`config.mk`:
```
export PLATFORM = sky130hd
export DESIGN_NAME = hdlc_diag_loopback_ctrl
export DESIGN_NICKNAME = d
export VERILOG_FILES = /design/src/hw/hdlc_diag_loopback_ctrl.v /design/src/hw/pin_sync.v /design/src/hw/loop_retimer.v
export VERILOG_INCLUDE_DIRS = /design/src /design/src/hw
export SDC_FILE = /design/constraint.sdc
export NUM_CORES = 1
export LEC_CHECK = 0
export BUFFER_PORTS_ARGS = -buffer_cell sky130_fd_sc_hd__buf_2
export CAP_MARGIN = 30
export CELL_PAD_IN_SITES_DETAIL_PLACEMENT = 1
export CELL_PAD_IN_SITES_GLOBAL_PLACEMENT = 1
export CORE_MARGIN = 2
export CORE_UTILIZATION = 49
export CTS_CLUSTER_SIZE = 30
export DETAILED_ROUTE_END_ITERATION = 10
export PLACE_DENSITY = 0.89
export SLEW_MARGIN = 20
export SYNTH_ARGS = -nofsm -noshare
export SYNTH_HDL_FRONTEND = slang
export SYNTH_HIERARCHICAL = 1
export SYNTH_SLANG_ARGS = --single-unit
```
`constraint.sdc`:
```
create_clock -name sys_clk -period 3.59 [get_ports sys_clk]
set_clock_uncertainty 0.05 [all_clocks]
set_input_delay 0.1795 -clock sys_clk [delete_from_list [all_inputs] [get_ports sys_clk]]
set_output_delay 0.1795 -clock sys_clk [all_outputs]
set_load 0.02 [all_outputs]
```
`src/hw/hdlc_diag_defs.vh`:
```
// Summary of operation
// - op control bit 1 enters local loopback
// - op control bit 0 enters remote loopback
// - loops work any highway mode; else independent
// - rx slot bit 7 picks input A/B
// - tx slot bits 7/6 enable outputs A/B
// - local loop clocks both sides from tx clock
// - local loop feeds tx output to receiver
// - local loop ignores inputs, outputs stay selected
// - remote loop no highway: retime within two bits
// - remote loop highway: resend in next tx slot
// - remote loop: tx off, rx still stores
// - reset pin floats outputs, clears everything, clockless
// - float bit tri-states outputs, first read clears
// - both soft reset bits reset registers, no float
// - force bad crc bit corrupts every frame crc
// - power down blocks both bit clocks internally
// - bank select maps indices 11-13 to alternates
//
// Purpose: register indices, field positions and reset values
// Assumes: 8-bit registers, 4-bit host index
// Notes:   slots 16..18 hold the alternate bank
`ifndef HDLC_DIAG_DEFS_VH
`define HDLC_DIAG_DEFS_VH

`define IDX_CHIP_CONFIG        4'h0
`define IDX_TX_CONTROL         4'h1
`define IDX_TX_STATUS          4'h2
`define IDX_FIFO_DATA_PORT     4'h3
`define IDX_RX_STATUS          4'h4
`define IDX_RX_CONTROL         4'h5
`define IDX_OPERATION_CONTROL  4'h6
`define IDX_TX_SLOT_SELECT     4'h7
`define IDX_RX_SLOT_SELECT     4'h8
`define IDX_BIT_OFFSET_EDGE    4'h9
`define IDX_TX_SLOT_OFFSET     4'hA
`define IDX_RX_SLOT_OFFSET     4'hB
`define IDX_RX_BIT_MASK        4'hC
`define IDX_TX_BIT_MASK        4'hD
`define IDX_INTERRUPT_MASK     4'hE
`define IDX_INTERRUPT_STATUS   4'hF
`define IDX_ALT_FIRST          4'hB
`define IDX_ALT_LAST           4'hD
`define SLOT_ALT_BASE          5'h10
`define SLOT_COUNT             19

`define BIT_HIGHWAY_ON         7
`define BIT_BANK_SELECT        4
`define BIT_RX_CLK_FROM_TX     6
`define BIT_POWER_DOWN         7
`define BIT_OUTPUT_FLOAT       6
`define BIT_TX_SOFT_RESET      5
`define BIT_RX_SOFT_RESET      4
`define BIT_TX_ENABLE          3
`define BIT_RX_ENABLE          2
`define BIT_LOCAL_LOOP         1
`define BIT_REMOTE_LOOP        0
`define BIT_OUT_A_ENABLE       7
`define BIT_OUT_B_ENABLE       6
`define BIT_INPUT_CHOICE       7
`define BIT_TX_CLOCK_INVERT    4
`define BIT_RX_CLOCK_INVERT    0
`define BIT_FORCE_BAD_CRC      7
`define BIT_FACTORY_TEST       7

`define RST_CHIP_CONFIG        8'h40
`define RST_DEFAULT            8'h00
`define MASK_SELF_CLEAR        8'hCF
`define MASK_TRANSPARENT_WR    8'hE0

`endif

```
`src/hw/hdlc_diag_loopback_ctrl.v`:
```
// Purpose: host register bank, loopback routing, float, reset, power down
// Assumes: host pins and bit clocks are asynchronous to sys_clk
// Notes:   bit clocks must be well below sys_clk/4 for edge finding
`timescale 1ns/1ps
`default_nettype none
`include "hdlc_diag_defs.vh"
module hdlc_diag_loopback_ctrl #(
    parameter DW = 8,
    parameter AW = 4
) (
    input  wire          sys_clk,
    input  wire          rst_b,
    input  wire          cs_b,
    input  wire          rd_b,
    input  wire          wr_b,
    input  wire [AW-1:0] addr,
    input  wire [DW-1:0] data_in,
    output wire [DW-1:0] data_out,
    output wire          data_oe_b,
    input  wire          tx_bit_clock,
    input  wire          rx_bit_clock,
    input  wire          serial_in_a,
    input  wire          serial_in_b,
    output wire          serial_out_a,
    output wire          serial_out_a_oe_b,
    output wire          serial_out_b,
    output wire          serial_out_b_oe_b,
    input  wire          tx_serial_bit,
    input  wire          rx_slot_active,
    input  wire          tx_slot_active,
    output wire          rx_serial_bit,
    output wire          rx_bit_strobe,
    output wire          tx_bit_strobe,
    input  wire [DW-1:0] tx_status_in,
    input  wire [DW-1:0] rx_status_in,
    input  wire [DW-1:0] int_status_in,
    input  wire [DW-1:0] fifo_rd_data,
    input  wire [4:0]    transparent_status_in,
    output wire          fifo_wr_strobe,
    output wire [DW-1:0] fifo_wr_data,
    output wire          fifo_rd_strobe,
    output wire          tx_fifo_clear,
    output wire          rx_fifo_clear,
    output wire          tx_enable,
    output wire          rx_enable,
    output wire          force_bad_crc,
    output wire          tdm_highway_on
);
    localparam SW = 5;
    localparam HW = AW + DW + 3;

    // synchronised host and serial pins
    wire [HW-1:0] host_s;
    wire [3:0]    ser_s;
    wire          cs_s;
    wire          rd_s;
    wire          wr_s;
    wire [AW-1:0] addr_s;
    wire [DW-1:0] din_s;
    wire          txc_s;
    wire          rxc_s;
    wire          in_a_s;
    wire          in_b_s;

    pin_sync #(.W(HW)) u_host_sync (
        .sys_clk (sys_clk),
        .rst_b   (rst_b),
        .d       ({cs_b, rd_b, wr_b, addr, data_in}),
        .q       (host_s)
    );

    pin_sync #(.W(4)) u_ser_sync (
        .sys_clk (sys_clk),
        .rst_b   (rst_b),
        .d       ({tx_bit_clock, rx_bit_clock, serial_in_a, serial_in_b}),
        .q       (ser_s)
    );

    assign cs_s   = ~host_s[HW-1];
    assign rd_s   = ~host_s[HW-2];
    assign wr_s   = ~host_s[HW-3];
    assign addr_s = host_s[AW+DW-1:DW];
    assign din_s  = host_s[DW-1:0];
    assign txc_s  = ser_s[3];
    assign rxc_s  = ser_s[2];
    assign in_a_s = ser_s[1];
    assign in_b_s = ser_s[0];

    // register bank, slots 0..15 primary, 16..18 alternate
    reg [DW-1:0] bank_ff [0:`SLOT_COUNT-1];

    function [SW-1:0] slot_of;
        input [AW-1:0] idx;
        input          bank_select;
        begin
            if (bank_select && idx >= `IDX_ALT_FIRST && idx <= `IDX_ALT_LAST)
                slot_of = `SLOT_ALT_BASE + {1'b0, idx - `IDX_ALT_FIRST};
            else
                slot_of = {1'b0, idx};
        end
    endfunction

    function [DW-1:0] default_of;
        input integer slot;
        begin
            if (slot == 0)
                default_of = `RST_CHIP_CONFIG;
            else
                default_of = `RST_DEFAULT;
        end
    endfunction

    function edge_pick;
        input rise;
        input fall;
        input use_fall;
        begin
            edge_pick = use_fall ? fall : rise;
        end
    endfunction

    wire [DW-1:0] chip_cfg  = bank_ff[`IDX_CHIP_CONFIG];
    wire [DW-1:0] op_ctl    = bank_ff[`IDX_OPERATION_CONTROL];
    wire [DW-1:0] rx_ctl    = bank_ff[`IDX_RX_CONTROL];
    wire [DW-1:0] tx_slot   = bank_ff[`IDX_TX_SLOT_SELECT];
    wire [DW-1:0] rx_slot   = bank_ff[`IDX_RX_SLOT_SELECT];
    wire [DW-1:0] edge_cfg  = bank_ff[`IDX_BIT_OFFSET_EDGE];
    wire          alt_sel   = chip_cfg[`BIT_BANK_SELECT];
    wire          local_on  = op_ctl[`BIT_LOCAL_LOOP];
    wire          remote_on = op_ctl[`BIT_REMOTE_LOOP];
    wire          pdown     = op_ctl[`BIT_POWER_DOWN];
    wire          floating  = op_ctl[`BIT_OUTPUT_FLOAT];

    // host strobe tracking
    reg           wr_act_ff;
    reg           rd_act_ff;
    reg [AW-1:0]  wr_addr_ff;
    reg [DW-1:0]  wr_data_ff;
    wire          wr_now   = cs_s & wr_s;
    wire          rd_now   = cs_s & rd_s;
    wire          wr_done  = wr_act_ff & ~wr_now;
    wire          rd_start = rd_now & ~rd_act_ff;
    wire [SW-1:0] wr_slot  = slot_of(wr_addr_ff, alt_sel);
    wire [SW-1:0] rd_slot  = slot_of(addr_s, alt_sel);
    wire          both_rst = wr_done && wr_slot == {1'b0, `IDX_OPERATION_CONTROL}
                             && wr_data_ff[`BIT_TX_SOFT_RESET] && wr_data_ff[`BIT_RX_SOFT_RESET];

    always @(posedge sys_clk or negedge rst_b) begin
        if (!rst_b) begin
            wr_act_ff  <= 1'b0;
            rd_act_ff  <= 1'b0;
            wr_addr_ff <= {AW{1'b0}};
            wr_data_ff <= {DW{1'b0}};
        end else begin
            wr_act_ff <= wr_now;
            rd_act_ff <= rd_now;
            // capture while strobe is low; commit at its release
            if (wr_now) begin
                wr_addr_ff <= addr_s;
                wr_data_ff <= din_s;
            end
        end
    end

    integer i;
    always @(posedge sys_clk or negedge rst_b) begin
        if (!rst_b) begin
            for (i = 0; i < `SLOT_COUNT; i = i + 1)
                bank_ff[i] <= default_of(i);
        end else if (both_rst) begin
            for (i = 0; i < `SLOT_COUNT; i = i + 1)
                bank_ff[i] <= default_of(i);
        end else begin
            if (wr_done) begin
                case (wr_slot)
                    {1'b0, `IDX_TX_STATUS},
                    {1'b0, `IDX_FIFO_DATA_PORT},
                    {1'b0, `IDX_RX_STATUS},
                    {1'b0, `IDX_INTERRUPT_STATUS}: begin
                    end
                    {1'b0, `IDX_OPERATION_CONTROL}: begin
                        // soft reset bits act once and read back as zero
                        bank_ff[wr_slot] <= wr_data_ff & `MASK_SELF_CLEAR;
                    end
                    `SLOT_ALT_BASE: begin
                        // low bits are match status, kept by the core
                        bank_ff[wr_slot] <= wr_data_ff & `MASK_TRANSPARENT_WR;
                    end
                    default: begin
                        bank_ff[wr_slot] <= wr_data_ff;
                    end
                endcase
            end
            // any read start clears the float bit, whatever the index
            if (rd_start)
                bank_ff[`IDX_OPERATION_CONTROL][`BIT_OUTPUT_FLOAT] <= 1'b0;
        end
    end

    // read path
    reg [DW-1:0] rd_value;
    always @* begin
        rd_value = bank_ff[rd_slot];
        case (rd_slot)
            {1'b0, `IDX_TX_STATUS}:        rd_value = tx_status_in;
            {1'b0, `IDX_FIFO_DATA_PORT}:   rd_value = fifo_rd_data;
            {1'b0, `IDX_RX_STATUS}:        rd_value = rx_status_in;
            {1'b0, `IDX_INTERRUPT_STATUS}: rd_value = int_status_in;
            `SLOT_ALT_BASE:                rd_value = {bank_ff[rd_slot][DW-1:5], transparent_status_in};
            default:                       rd_value = bank_ff[rd_slot];
        endcase
    end

    reg [DW-1:0] data_out_ff;
    reg          data_oe_b_ff;
    reg          fifo_wr_strobe_ff;
    reg [DW-1:0] fifo_wr_data_ff;
    reg          fifo_rd_strobe_ff;
    reg          tx_fifo_clear_ff;
    reg          rx_fifo_clear_ff;

    always @(posedge sys_clk or negedge rst_b) begin
        if (!rst_b) begin
            data_out_ff       <= {DW{1'b0}};
            data_oe_b_ff      <= 1'b1;
            fifo_wr_strobe_ff <= 1'b0;
            fifo_wr_data_ff   <= {DW{1'b0}};
            fifo_rd_strobe_ff <= 1'b0;
            tx_fifo_clear_ff  <= 1'b0;
            rx_fifo_clear_ff  <= 1'b0;
        end else begin
            data_out_ff       <= rd_now ? rd_value : {DW{1'b0}};
            // the clearing read itself still drives the bus
            data_oe_b_ff      <= ~rd_now | (floating & ~rd_start);
            fifo_wr_strobe_ff <= wr_done && wr_slot == {1'b0, `IDX_FIFO_DATA_PORT};
            fifo_wr_data_ff   <= wr_data_ff;
            fifo_rd_strobe_ff <= rd_start && rd_slot == {1'b0, `IDX_FIFO_DATA_PORT};
            tx_fifo_clear_ff  <= wr_done && wr_slot == {1'b0, `IDX_OPERATION_CONTROL}
                                 && wr_data_ff[`BIT_TX_SOFT_RESET];
            rx_fifo_clear_ff  <= wr_done && wr_slot == {1'b0, `IDX_OPERATION_CONTROL}
                                 && wr_data_ff[`BIT_RX_SOFT_RESET];
        end
    end

    // bit clock edges, gated by power down
    reg  txc_d_ff;
    reg  rxc_d_ff;
    wire txc_rise = txc_s & ~txc_d_ff;
    wire txc_fall = ~txc_s & txc_d_ff;
    wire rxc_rise = rxc_s & ~rxc_d_ff;
    wire rxc_fall = ~rxc_s & rxc_d_ff;
    wire rx_from_tx = local_on | (remote_on & rx_ctl[`BIT_RX_CLK_FROM_TX]);

    // receive samples on the edge opposite to the one that launches
    wire tx_edge = ~pdown & edge_pick(txc_rise, txc_fall, edge_cfg[`BIT_TX_CLOCK_INVERT]);
    wire rx_edge = ~pdown & (rx_from_tx ?
                   edge_pick(txc_fall, txc_rise, edge_cfg[`BIT_RX_CLOCK_INVERT]) :
                   edge_pick(rxc_fall, rxc_rise, edge_cfg[`BIT_RX_CLOCK_INVERT]));

    wire pin_bit  = rx_slot[`BIT_INPUT_CHOICE] ? in_b_s : in_a_s;
    // pins ignored in local loop; local wins if both loops are set
    wire rx_src   = local_on ? tx_serial_bit : pin_bit;
    wire loop_bit;

    loop_retimer #(.DW(DW)) u_retimer (
        .sys_clk        (sys_clk),
        .rst_b          (rst_b),
        .rx_strobe      (rx_edge & remote_on),
        .tx_strobe      (tx_edge & remote_on),
        .rx_bit         (pin_bit),
        .highway_on     (chip_cfg[`BIT_HIGHWAY_ON]),
        .rx_slot_active (rx_slot_active),
        .tx_slot_active (tx_slot_active),
        .loop_bit       (loop_bit)
    );

    reg txc_out_ff;
    reg rx_bit_ff;
    reg rx_strobe_ff;
    reg tx_strobe_ff;
    reg out_a_ff;
    reg out_b_ff;
    reg out_a_oe_b_ff;
    reg out_b_oe_b_ff;

    always @(posedge sys_clk or negedge rst_b) begin
        if (!rst_b) begin
            txc_d_ff      <= 1'b1;
            rxc_d_ff      <= 1'b1;
            txc_out_ff    <= 1'b1;
            rx_bit_ff     <= 1'b1;
            rx_strobe_ff  <= 1'b0;
            tx_strobe_ff  <= 1'b0;
            out_a_ff      <= 1'b1;
            out_b_ff      <= 1'b1;
            out_a_oe_b_ff <= 1'b1;
            out_b_oe_b_ff <= 1'b1;
        end else begin
            txc_d_ff     <= txc_s;
            rxc_d_ff     <= rxc_s;
            tx_strobe_ff <= tx_edge;
            // remote loop still delivers received bits to the receiver
            rx_strobe_ff <= rx_edge;
            if (rx_edge)
                rx_bit_ff <= rx_src;
            if (tx_edge) begin
                // remote loop replaces transmitter data on the pins
                txc_out_ff <= remote_on & ~local_on ? loop_bit : tx_serial_bit;
            end
            out_a_ff      <= txc_out_ff;
            out_b_ff      <= txc_out_ff;
            out_a_oe_b_ff <= ~tx_slot[`BIT_OUT_A_ENABLE] | floating;
            out_b_oe_b_ff <= ~tx_slot[`BIT_OUT_B_ENABLE] | floating;
        end
    end

    assign data_out          = data_out_ff;
    assign data_oe_b         = data_oe_b_ff;
    assign serial_out_a      = out_a_ff;
    assign serial_out_b      = out_b_ff;
    assign serial_out_a_oe_b = out_a_oe_b_ff;
    assign serial_out_b_oe_b = out_b_oe_b_ff;
    assign rx_serial_bit     = rx_bit_ff;
    assign rx_bit_strobe     = rx_strobe_ff;
    assign tx_bit_strobe     = tx_strobe_ff;
    assign fifo_wr_strobe    = fifo_wr_strobe_ff;
    assign fifo_wr_data      = fifo_wr_data_ff;
    assign fifo_rd_strobe    = fifo_rd_strobe_ff;
    assign tx_fifo_clear     = tx_fifo_clear_ff;
    assign rx_fifo_clear     = rx_fifo_clear_ff;
    assign tx_enable         = op_ctl[`BIT_TX_ENABLE];
    assign rx_enable         = op_ctl[`BIT_RX_ENABLE];
    assign force_bad_crc     = bank_ff[`IDX_INTERRUPT_MASK][`BIT_FORCE_BAD_CRC];
    assign tdm_highway_on    = chip_cfg[`BIT_HIGHWAY_ON];
endmodule
`default_nettype wire

```
`src/hw/pin_sync.v`:
```
// Purpose: two-flop synchroniser for pins from outside sys_clk
// Assumes: each bit is an independent level
// Notes:   only the second stage may be read
`timescale 1ns/1ps
`default_nettype none
module pin_sync #(
    parameter W = 1
) (
    input  wire         sys_clk,
    input  wire         rst_b,
    input  wire [W-1:0] d,
    output wire [W-1:0] q
);
    reg [W-1:0] meta_ff;
    reg [W-1:0] sync_ff;

    always @(posedge sys_clk or negedge rst_b) begin
        if (!rst_b) begin
            meta_ff <= {W{1'b1}};
            sync_ff <= {W{1'b1}};
        end else begin
            meta_ff <= d;
            sync_ff <= meta_ff;
        end
    end

    assign q = sync_ff;
endmodule
`default_nettype wire

```
`src/hw/loop_retimer.v`:
```
// Purpose: remote loop path from received bit to transmitted bit
// Assumes: strobes already gated by power down
// Notes:   highway mode buffers one octet between slots
`timescale 1ns/1ps
`default_nettype none
module loop_retimer #(
    parameter DW = 8
) (
    input  wire sys_clk,
    input  wire rst_b,
    input  wire rx_strobe,
    input  wire tx_strobe,
    input  wire rx_bit,
    input  wire highway_on,
    input  wire rx_slot_active,
    input  wire tx_slot_active,
    output wire loop_bit
);
    reg          hold_ff;
    reg          out_ff;
    reg [DW-1:0] rx_sr_ff;
    reg [DW-1:0] tx_sr_ff;
    reg          rx_slot_d_ff;
    wire         rx_slot_end;

    assign rx_slot_end = rx_slot_d_ff & ~rx_slot_active;

    always @(posedge sys_clk or negedge rst_b) begin
        if (!rst_b) begin
            hold_ff      <= 1'b1;
            out_ff       <= 1'b1;
            rx_sr_ff     <= {DW{1'b1}};
            tx_sr_ff     <= {DW{1'b1}};
            rx_slot_d_ff <= 1'b0;
        end else begin
            rx_slot_d_ff <= rx_slot_active;
            if (!highway_on) begin
                // one bit held on rx edge, sent on next tx edge: under two bits late
                if (rx_strobe)
                    hold_ff <= rx_bit;
                if (tx_strobe)
                    out_ff <= hold_ff;
            end else begin
                if (rx_strobe && rx_slot_active)
                    rx_sr_ff <= {rx_bit, rx_sr_ff[DW-1:1]};
                if (rx_slot_end)
                    tx_sr_ff <= rx_sr_ff;
                else if (tx_strobe && tx_slot_active) begin
                    out_ff   <= tx_sr_ff[0];
                    tx_sr_ff <= {1'b1, tx_sr_ff[DW-1:1]};
                end
            end
        end
    end

    assign loop_bit = out_ff;
endmodule
`default_nettype wire

```
== After elaboration in Yosys (flattened, before gate mapping) ==
Index checks and enable logic that the tools add are counted.
Storage, ports and cells
  register bits after elaboration: 253
  latch bits: 0
  memory bits (writable): 0
  memory bits (read-only): 0
  bits of input ports: 61
  output and inout port bits: 32
  logic and storage cells: 167
  memories: 0
Operators by class
  add/sub/neg operators: 4
  multipliers: 0
  div/mod/pow operators: 0
  order comparisons: 7
  equality and inequality tests: 15
  shifts and indexed selects: 0
  muxes and demuxes: 29
  bitwise gates (word level): 39
  reductions and logical operators: 24
Operators with widths (count)
  $bwmux 152: 3
  $pmux 152 s3: 1
  $mux 152: 2
  $mux 8: 6
  $bmux 8 s5: 1
  $demux 8 s5: 1
  $pmux 8 s5: 1
  $eq 5x2->1 const B: 4
  $not 1->1: 17
  $and 1x1->1: 16
  $eq 5x3->1 const B: 3
  $logic_and 1x1->1: 13
  $ge 6x6->1 const B: 2
  $mux 1: 12
  $not 5->6: 2
  $add 5x4->5 const A: 2
  $eq 5x4->1 const B: 2
  $eq 5x5->1 const B: 2
  $mux 5: 2
  $reduce_and 2->1: 5
  $ge 4x4->1 const B: 2
  $le 4x4->1 const B: 2
  $sub 4x4->4 const B: 2
  $lt 6x1->1 const B: 1
  other kinds (8): 14

== Logic depth before layout (Yosys ltp) ==
Gate-level depths: netlist of the first run.
  depth in word-level cells: 14
  mapped depth: 11
  depth with buffers taken out: 8

== Cells and area by module ==
Netlist of the first run, hierarchy kept.
By module, submodules not included
  hdlc_diag_loopback_ctrl: times used 1, cells an instance 936, area each 10017.1 sq um, sequential area each 4790.8 sq um
  loop_retimer: times used 1, cells an instance 54, area each 887.1 sq um, sequential area each 498.0 sq um
  pin_sync at u_host_sync: times used 1, cells an instance 30, area each 788.3 sq um, sequential area each 788.3 sq um
  pin_sync at u_ser_sync: times used 1, cells an instance 8, area each 210.2 sq um, sequential area each 210.2 sq um

== Worst setup path after synthesis of the first run ==
Ideal clock, no wire load.
  kind: register -> register
  start point: register u_host_sync.sync_ff[8], in the netlist u_host_sync/q[8]
  end point: register data_out_ff[4], in the netlist data_out[4]
  library setup time: 0.123 ns
  arrival time: 2.679 ns
  required time: 3.417 ns
  setup slack: 0.738 ns
  cell stages (with the launch flop): 12
  buffers on the path: 3
  clock period less this slack: 2.852 ns
  cells stage by stage: dfstp_2 buf_6 clkinv_1 ha_1 or3b_1 buf_4 nand2_4 buf_6 mux2_2 o22ai_1 a311oi_1 o221a_2
On the way
  longest elaborated chain between the ends: 10
  elaborated cells between the ends (all ways): 18
  classes of those cells: add/sub: 2; order compare: 2; eq/ne: 5; mux: 6; bitwise: 1; reduce/logical: 2
RTL lines
  start: declaration: line pin_sync.v:15  | reg [W-1:0] sync_ff;
  start signal: assignment: line pin_sync.v:20  | sync_ff <= {W{1'b1}};
  start signal: assignment: line pin_sync.v:23  | sync_ff <= meta_ff;
  branches (longest 3 deep; another with $add 5x4->5)
  $mux 5 (*): line hdlc_diag_loopback_ctrl.v:96  | if (bank_select && idx >= `IDX_ALT_FIRST && idx <= `IDX_ALT_LAST)
  $not 5->6 (implied by the code): line hdlc_diag_loopback_ctrl.v:210  | default: rd_value = bank_ff[rd_slot];
  $bmux 8 s5: line hdlc_diag_loopback_ctrl.v:210
  $mux 8 (implied by the code) (2 in a row): line hdlc_diag_loopback_ctrl.v:210
  $pmux 8 s5 (*): line hdlc_diag_loopback_ctrl.v:204  | case (rd_slot)
  $mux 8 (*): line hdlc_diag_loopback_ctrl.v:232  | data_out_ff <= rd_now ? rd_value : {DW{1'b0}};
  end signal: assignment: line hdlc_diag_loopback_ctrl.v:224  | data_out_ff <= {DW{1'b0}};
  end signal: assignment: line hdlc_diag_loopback_ctrl.v:232
  end: declaration: line hdlc_diag_loopback_ctrl.v:214  | reg [DW-1:0] data_out_ff;
Every way passes the cells marked *. The select of a mux whose other input is x is not followed.
A chain may end at the register's enable or synchronous reset.

== Worst setup path in the final report of the first run ==
Same ends and word-level chain as after synthesis.

==> metrics, run 1 <==
status=complete, no violations; initial antenna violation count=2; total number of vias=9509; share of the synthesized area in the top cell type=roughly 38%; H-Tree Depth=1; Routed Antenna Nets=0; final hold vios=0; Max Clk Rate=295 MHz; I/O pins=93; CTS clock-pin slew for the worst setup and hold paths=roughly 0.060 ns; worst vdd ir=about 350 µV; hold wc startpoint=int_status_in[2]; final wirelength=between 30 and 40 mm; Row Count=57; area of placed instances=12600 µm²; Final period util=a little over nine tenths; cells on worst reg2reg path=9; Placer Congestion=slightly below 0.9; unrepaired setup endpoints after global routing=false; WP data required=slightly below 4 ns; CP max FO=12; Seq cells post-synth=about 250; cells after synthesis=1028; top post-synthesis cells by area=dfrtp_1 (38%), dfstp_2 (14%), mux2i_1 (6.3%); critical path's top delay family=compound AO/OA/AOI/OAI gates; Min-Delay Path Class=in2reg; PortBufs=92; Die ar.=25600 µm²; pin count of the biggest net entering global routing=roughly 110; Die Wd=around 160 µm; Synth top cells by count=dfrtp_1 (183), nand2_1 (111), mux2i_1 (75); reg-to-reg slack, setup=between 0.2 and 0.25 ns; max-slew violation count=0; ys async rst share=between 90% and 100%; GRT overflow=0; vias in the first global route=between 10000 and 15000; clock sink total=about 250; Syn Nets=~1100; Reg with most FFs=bank_ff; Tmin final=~3.4 ns; Leak=about 0.0062 µW; Worst path max stage delay=between 0.7 and 0.8 ns; Starting Density=between 40% and 50%; post-DP HPWL=24.9 mm; PwrDens=611 nW/µm²; Mean Syn Cell Area=~12 µm²; most frequent cell after synthesis=dfrtp_1; Netlist cell types=a little over 90; Post-synth EDFFs=0; Final Instance Area=approximately 14000 µm²; Cell Area, Synth=around 12000 µm²; CTS tree=yes; CTS Buf Count=27; Setup crit start kind=flip-flop; WP data arrival=3.77 ns; synthesis-to-finish area growth=16.4%; CTS root buffer=clkbuf_16; Synth Flop Type=dfrtp_1; Crit. End Element=flip-flop; Slew @ Worst Pin=around 0.9 ns; worst path cell trace=clkinv_1, ha_1, buf_12, inv_1, o41ai_1, nand2_1, o211ai_1, a311oi_1, o221a_2; drt pass-1 iters=6; Total GRT Usage=between 30% and 40%; sequential share of the synthesized area=52.8%; worst r2r src=u_host_sync/q[8]$_DFF_PN1_; CP bufs+invs=3; Finish-stage setup viols=0; drt drc=0; die height=between 150 and 200 µm; Worst-Skew Late Latency=roughly 0.54 ns; nets=1205; routed len/inst=roughly 27 µm; DRT iter0 DRCs=887; Hold EP=data_out[2]$_DFF_PN0_; area leader, netlist=dfrtp_1; Hold Crit Depth=3; Warnings, synthesis=6; first-pass GRT wire length=approximately 60 mm; Max Cap Viol=0; Setup CP Type=reg2reg; slowest CP cell=o41ai_1; reg-to-reg endpoint=data_out[4]$_DFF_PN0_; fillcell total=~2500; layout cells sized above 1=slightly above 30%; Vias/cell=around 6.4; setup TNS=0 ns; relative slew slack=between 40% and 50%; max reg flops=slightly below 100; clk buf depth=3; core footprint=~24000 µm²
## kinds of logic after synthesis
logic type                 count (synthesis)  share of synthesized area (%)
and+or+nand+nor                          322                           13.9
xor gates and xnor gates                   1                         0.0736
muxes                                    147                           15.0
buffers and inverters                     87                           4.19
AOI/OAI and AO/OA                        217                           13.4
adders and majority gates                  6                          0.631
DFF                                      248                           52.8
## layout make-up
| class | count | area, µm² | area share, % |
|---|---|---|---|
| diodes | 2 | 5.00 | 0.0361 |
| multi-input cells | 693 | 5130 | 37.1 |
| flip-flops and latches | 248 | 6290 | 45.4 |
| well taps | 324 | 405 | 2.93 |
| repair buffers | 150 | 1010 | 7.30 |
| inverters | 18 | 67.6 | 0.488 |
| clock buffers | 36 | 769 | 5.55 |
| clock inverters | 12 | 174 | 1.25 |
## stage by stage
stage | hold WS [ns] | setup WS, ns | utilization, % | std cells | total power [µW]
CTS | 0.00179 | 0.242 | 57.5 | 1481 | 8400
global route | 0.0545 | 0.0146 | 57.5 | 1481 | 8750
floorplan | -0.166 | 0.738 | - | 1028 | 4710
global placement | 0.235 | 0.619 | 52.4 | 1406 | 5210
finish | 0.0254 | 0.204 | 57.5 | 1483 | 8470
detailed placement | 0.236 | 0.372 | 52.4 | 1406 | 5360
## placed cells by master, fill, tap and decap left out, drive strengths merged, types with 25 or more instances in the layout
cell           n
nor2          51
mux2          54
dlygate4sd3   27
buf          123
dfrtp        183
nand3         54
mux2i         75
clkbuf        36
and2          39
dfstp         65
nand2        113
a21oi         25
o21ai         86
## what timing repair did
item                                   in CTS  in global routing
buffers inserted                            0                  0
endpoints found under the hold margin     112                  0
hold buffers                               27                  0
gates resized for setup                     0                  0
## worst max path at each step
stage	from	end	cells after the start
after CTS	u_host_sync/q[8]$_DFF_PN1_	data_out[4]$_DFF_PN0_	9
after floorplan	u_host_sync/q[8]$_DFF_PN1_	data_out[4]$_DFF_PN0_	11
after global placement	u_host_sync/q[8]$_DFF_PN1_	data_out[4]$_DFF_PN0_	9
final	u_host_sync/q[8]$_DFF_PN1_	data_out[4]$_DFF_PN0_	9
after global routing	u_host_sync/q[8]$_DFF_PN1_	data_out[4]$_DFF_PN0_	9
after detailed placement	u_host_sync/q[8]$_DFF_PN1_	data_out[4]$_DFF_PN0_	9
## routing by layer
metal	global-route usage [%]	wire length, µm	up-vias
met3	6.42	3300	177
met1	39.0	14800	4867
met2	50.4	18700	531
met5	0	0	-
met4	19.0	2650	0
li1	-	-	3934
## tightest hold or removal path: stages
cell,delay (ns)
buf_2,0.08
a222oi_1,0.12
o221ai_1,0.19
## where the power goes
| group | internal (µW) | total (µW) | switching, µW |
|---|---|---|---|
| logic | 693 | 1700 | 1010 |
| registers | 3310 | 3790 | 482 |
| clock network | 1790 | 2980 | 1190 |
| total | 5790 | 8470 | 2680 |
Note: power is estimated with default switching activity, not from simulation.
==> run 2: changes to the inputs <==
- clock period: 3.59 -> 3.35 ns (I/O delays scaled with it)
==> metrics, run 2 (synthesized netlist as in run 1, its figures left out) <==
drt drc=0; first-pass GRT wire length=about 63 mm; Routed Antenna Nets=0; Final Instance Area=roughly 14000 µm²; CP bufs+invs=2; post-DP HPWL=25.8 mm; synthesis-to-finish area growth=17.0%; CTS root buffer=clkbuf_16; setup TNS=0 ns; nets=roughly 1200; Worst-Skew Late Latency=0.57 ns; Placer Congestion=0.947; Final period util=94.1%; drt pass-1 iters=5; placed cell count=about 1400; worst path cell trace=clkinv_1, ha_1, buf_4, mux4_2, mux2_2, o22ai_1, a311o_1, a311oi_1; worst vdd ir=~450 µV; layout cells sized above 1=31.3%; routed len/inst=26.7 µm; die height=around 160 µm; WP data required=3.70 ns; CTS clock-pin slew for the worst setup and hold paths=0.06 ns; Hold Buf Count CTS=32; GRT overflow=0; max-slew violation count=0; PortBufs=between 90 and 100; Max Cap Viol=0; Starting Density=~49%; commonest non-fill, non-tap cell in the layout=dfrtp_1; fillcell total=between 2000 and 3000; Worst path max stage delay=roughly 0.65 ns; I/O pins=between 90 and 100; Total GRT Usage=approximately a third; core footprint=between 20000 and 25000 µm²; PwrDens=approximately 640 nW/µm²; total power=between 8000 and 9000 µW; Max Clk Rate=317 MHz; Post-CTS Setup Inserts=0; Min-Delay Path Class=in2reg; Final Non-Filler Cells=approximately 1500; total number of vias=about 9600; CP max FO=9; Leak=0.00623 µW; Die ar.=between 20000 and 30000 µm²; vias in the first global route=roughly 10000; Sequential Area=6290 µm²; final hold vios=0; Crit. End Element=flip-flop; area of placed instances=~13000 µm²; max reg flops=slightly below 100; WP data arrival=roughly 3.5 ns; final wirelength=approximately 40 mm; reg-to-reg slack, setup=about 0.20 ns; area of the multi-input gates=approximately 5000 µm²; CTS tree=yes; Die Wd=~160 µm; Finish-stage setup viols=0; H-Tree Depth=1; status=complete, no violations; initial antenna violation count=1; DRT iter0 DRCs=849; critical path's top delay family=multiplexers; pin count of the biggest net entering global routing=100; most frequent cells in the layout=dfrtp_1 (183), nand2_1 (111), buf_2 (91), mux2i_1 (75), dfstp_2 (64); post-cts sizing count=0; Reg with most FFs=bank_ff; relative slew slack=44.4%; slowest CP cell=dfstp_4; clock sink total=between 200 and 250; Row Count=57; unrepaired setup endpoints after global routing=false; CTS Buf Count=27; Tmin final=approximately 3.2 ns; Slew @ Worst Pin=approximately 0.83 ns; Setup crit start kind=flip-flop; clk buf depth=3; Setup CP Type=reg2reg; Vias/cell=around 6.4
## run 2: worst reg2reg max path: stages, from the launching register on
cell and delay (ns):
dfstp_4 0.65, clkinv_1 0.09, ha_1 0.63, buf_4 0.25
mux4_2 0.52, mux2_2 0.29, o22ai_1 0.20, a311o_1 0.22
a311oi_1 0.11
## run 2: worst paths after layout
path,to,cells after the start,from
worst max-delay path,data_out[3]$_DFF_PN0_,8,u_host_sync/q[8]$_DFF_PN1_
worst min-delay path,data_out[4]$_DFF_PN0_,3,transparent_status_in[4]
worst max register to register,data_out[3]$_DFF_PN0_,8,u_host_sync/q[8]$_DFF_PN1_
max in group asynchronous,u_retimer/tx_sr_ff[0]$_DFFE_PN1P_,3,rst_b
worst min register to register,u_host_sync/q[12]$_DFF_PN1_,0,u_host_sync/meta_ff[12]$_DFF_PN1_
min in group asynchronous,wr_data_ff[2]$_DFFE_PN0P_,2,rst_b
## run 2: routing by layer
metal	vias up	routed length [µm]	GRT usage, %
met5	-	0	0
met4	0	1930	13.6
met3	161	3450	6.21
met2	542	19600	53.1
met1	4878	15100	40.0
li1	3981	-	-
## run 2: per-stage QoR
stage | setup WS [ns] | util (%) | hold slack [ns]
floorplan | 0.498 | - | -0.178
global placement | 0.377 | 52.8 | 0.205
detailed placement | 0.282 | 52.8 | 0.202
CTS | 0.269 | 57.8 | 0.00719
global route | 0.167 | 57.8 | 0.0332
finish | 0.196 | 57.8 | 0.0200
## run 2: where the power goes
group	leakage (µW)	total, µW	switching [µW]	internal, µW
clock network	0.000435	2960	1260	1700
registers	0.00312	4060	512	3550
logic	0.00268	1840	1090	755
total	0.00623	8870	2870	6000
## run 2: area by class of cell
cell class,count,share of cell area [%]
repair buffers,169,8.28
diodes,1,0.0180
clock buffers,40,5.63
inverters,18,0.485
flip-flops and latches,248,45.2
well taps,324,2.91
clock inverters,10,0.620
multi-input cells,693,36.9
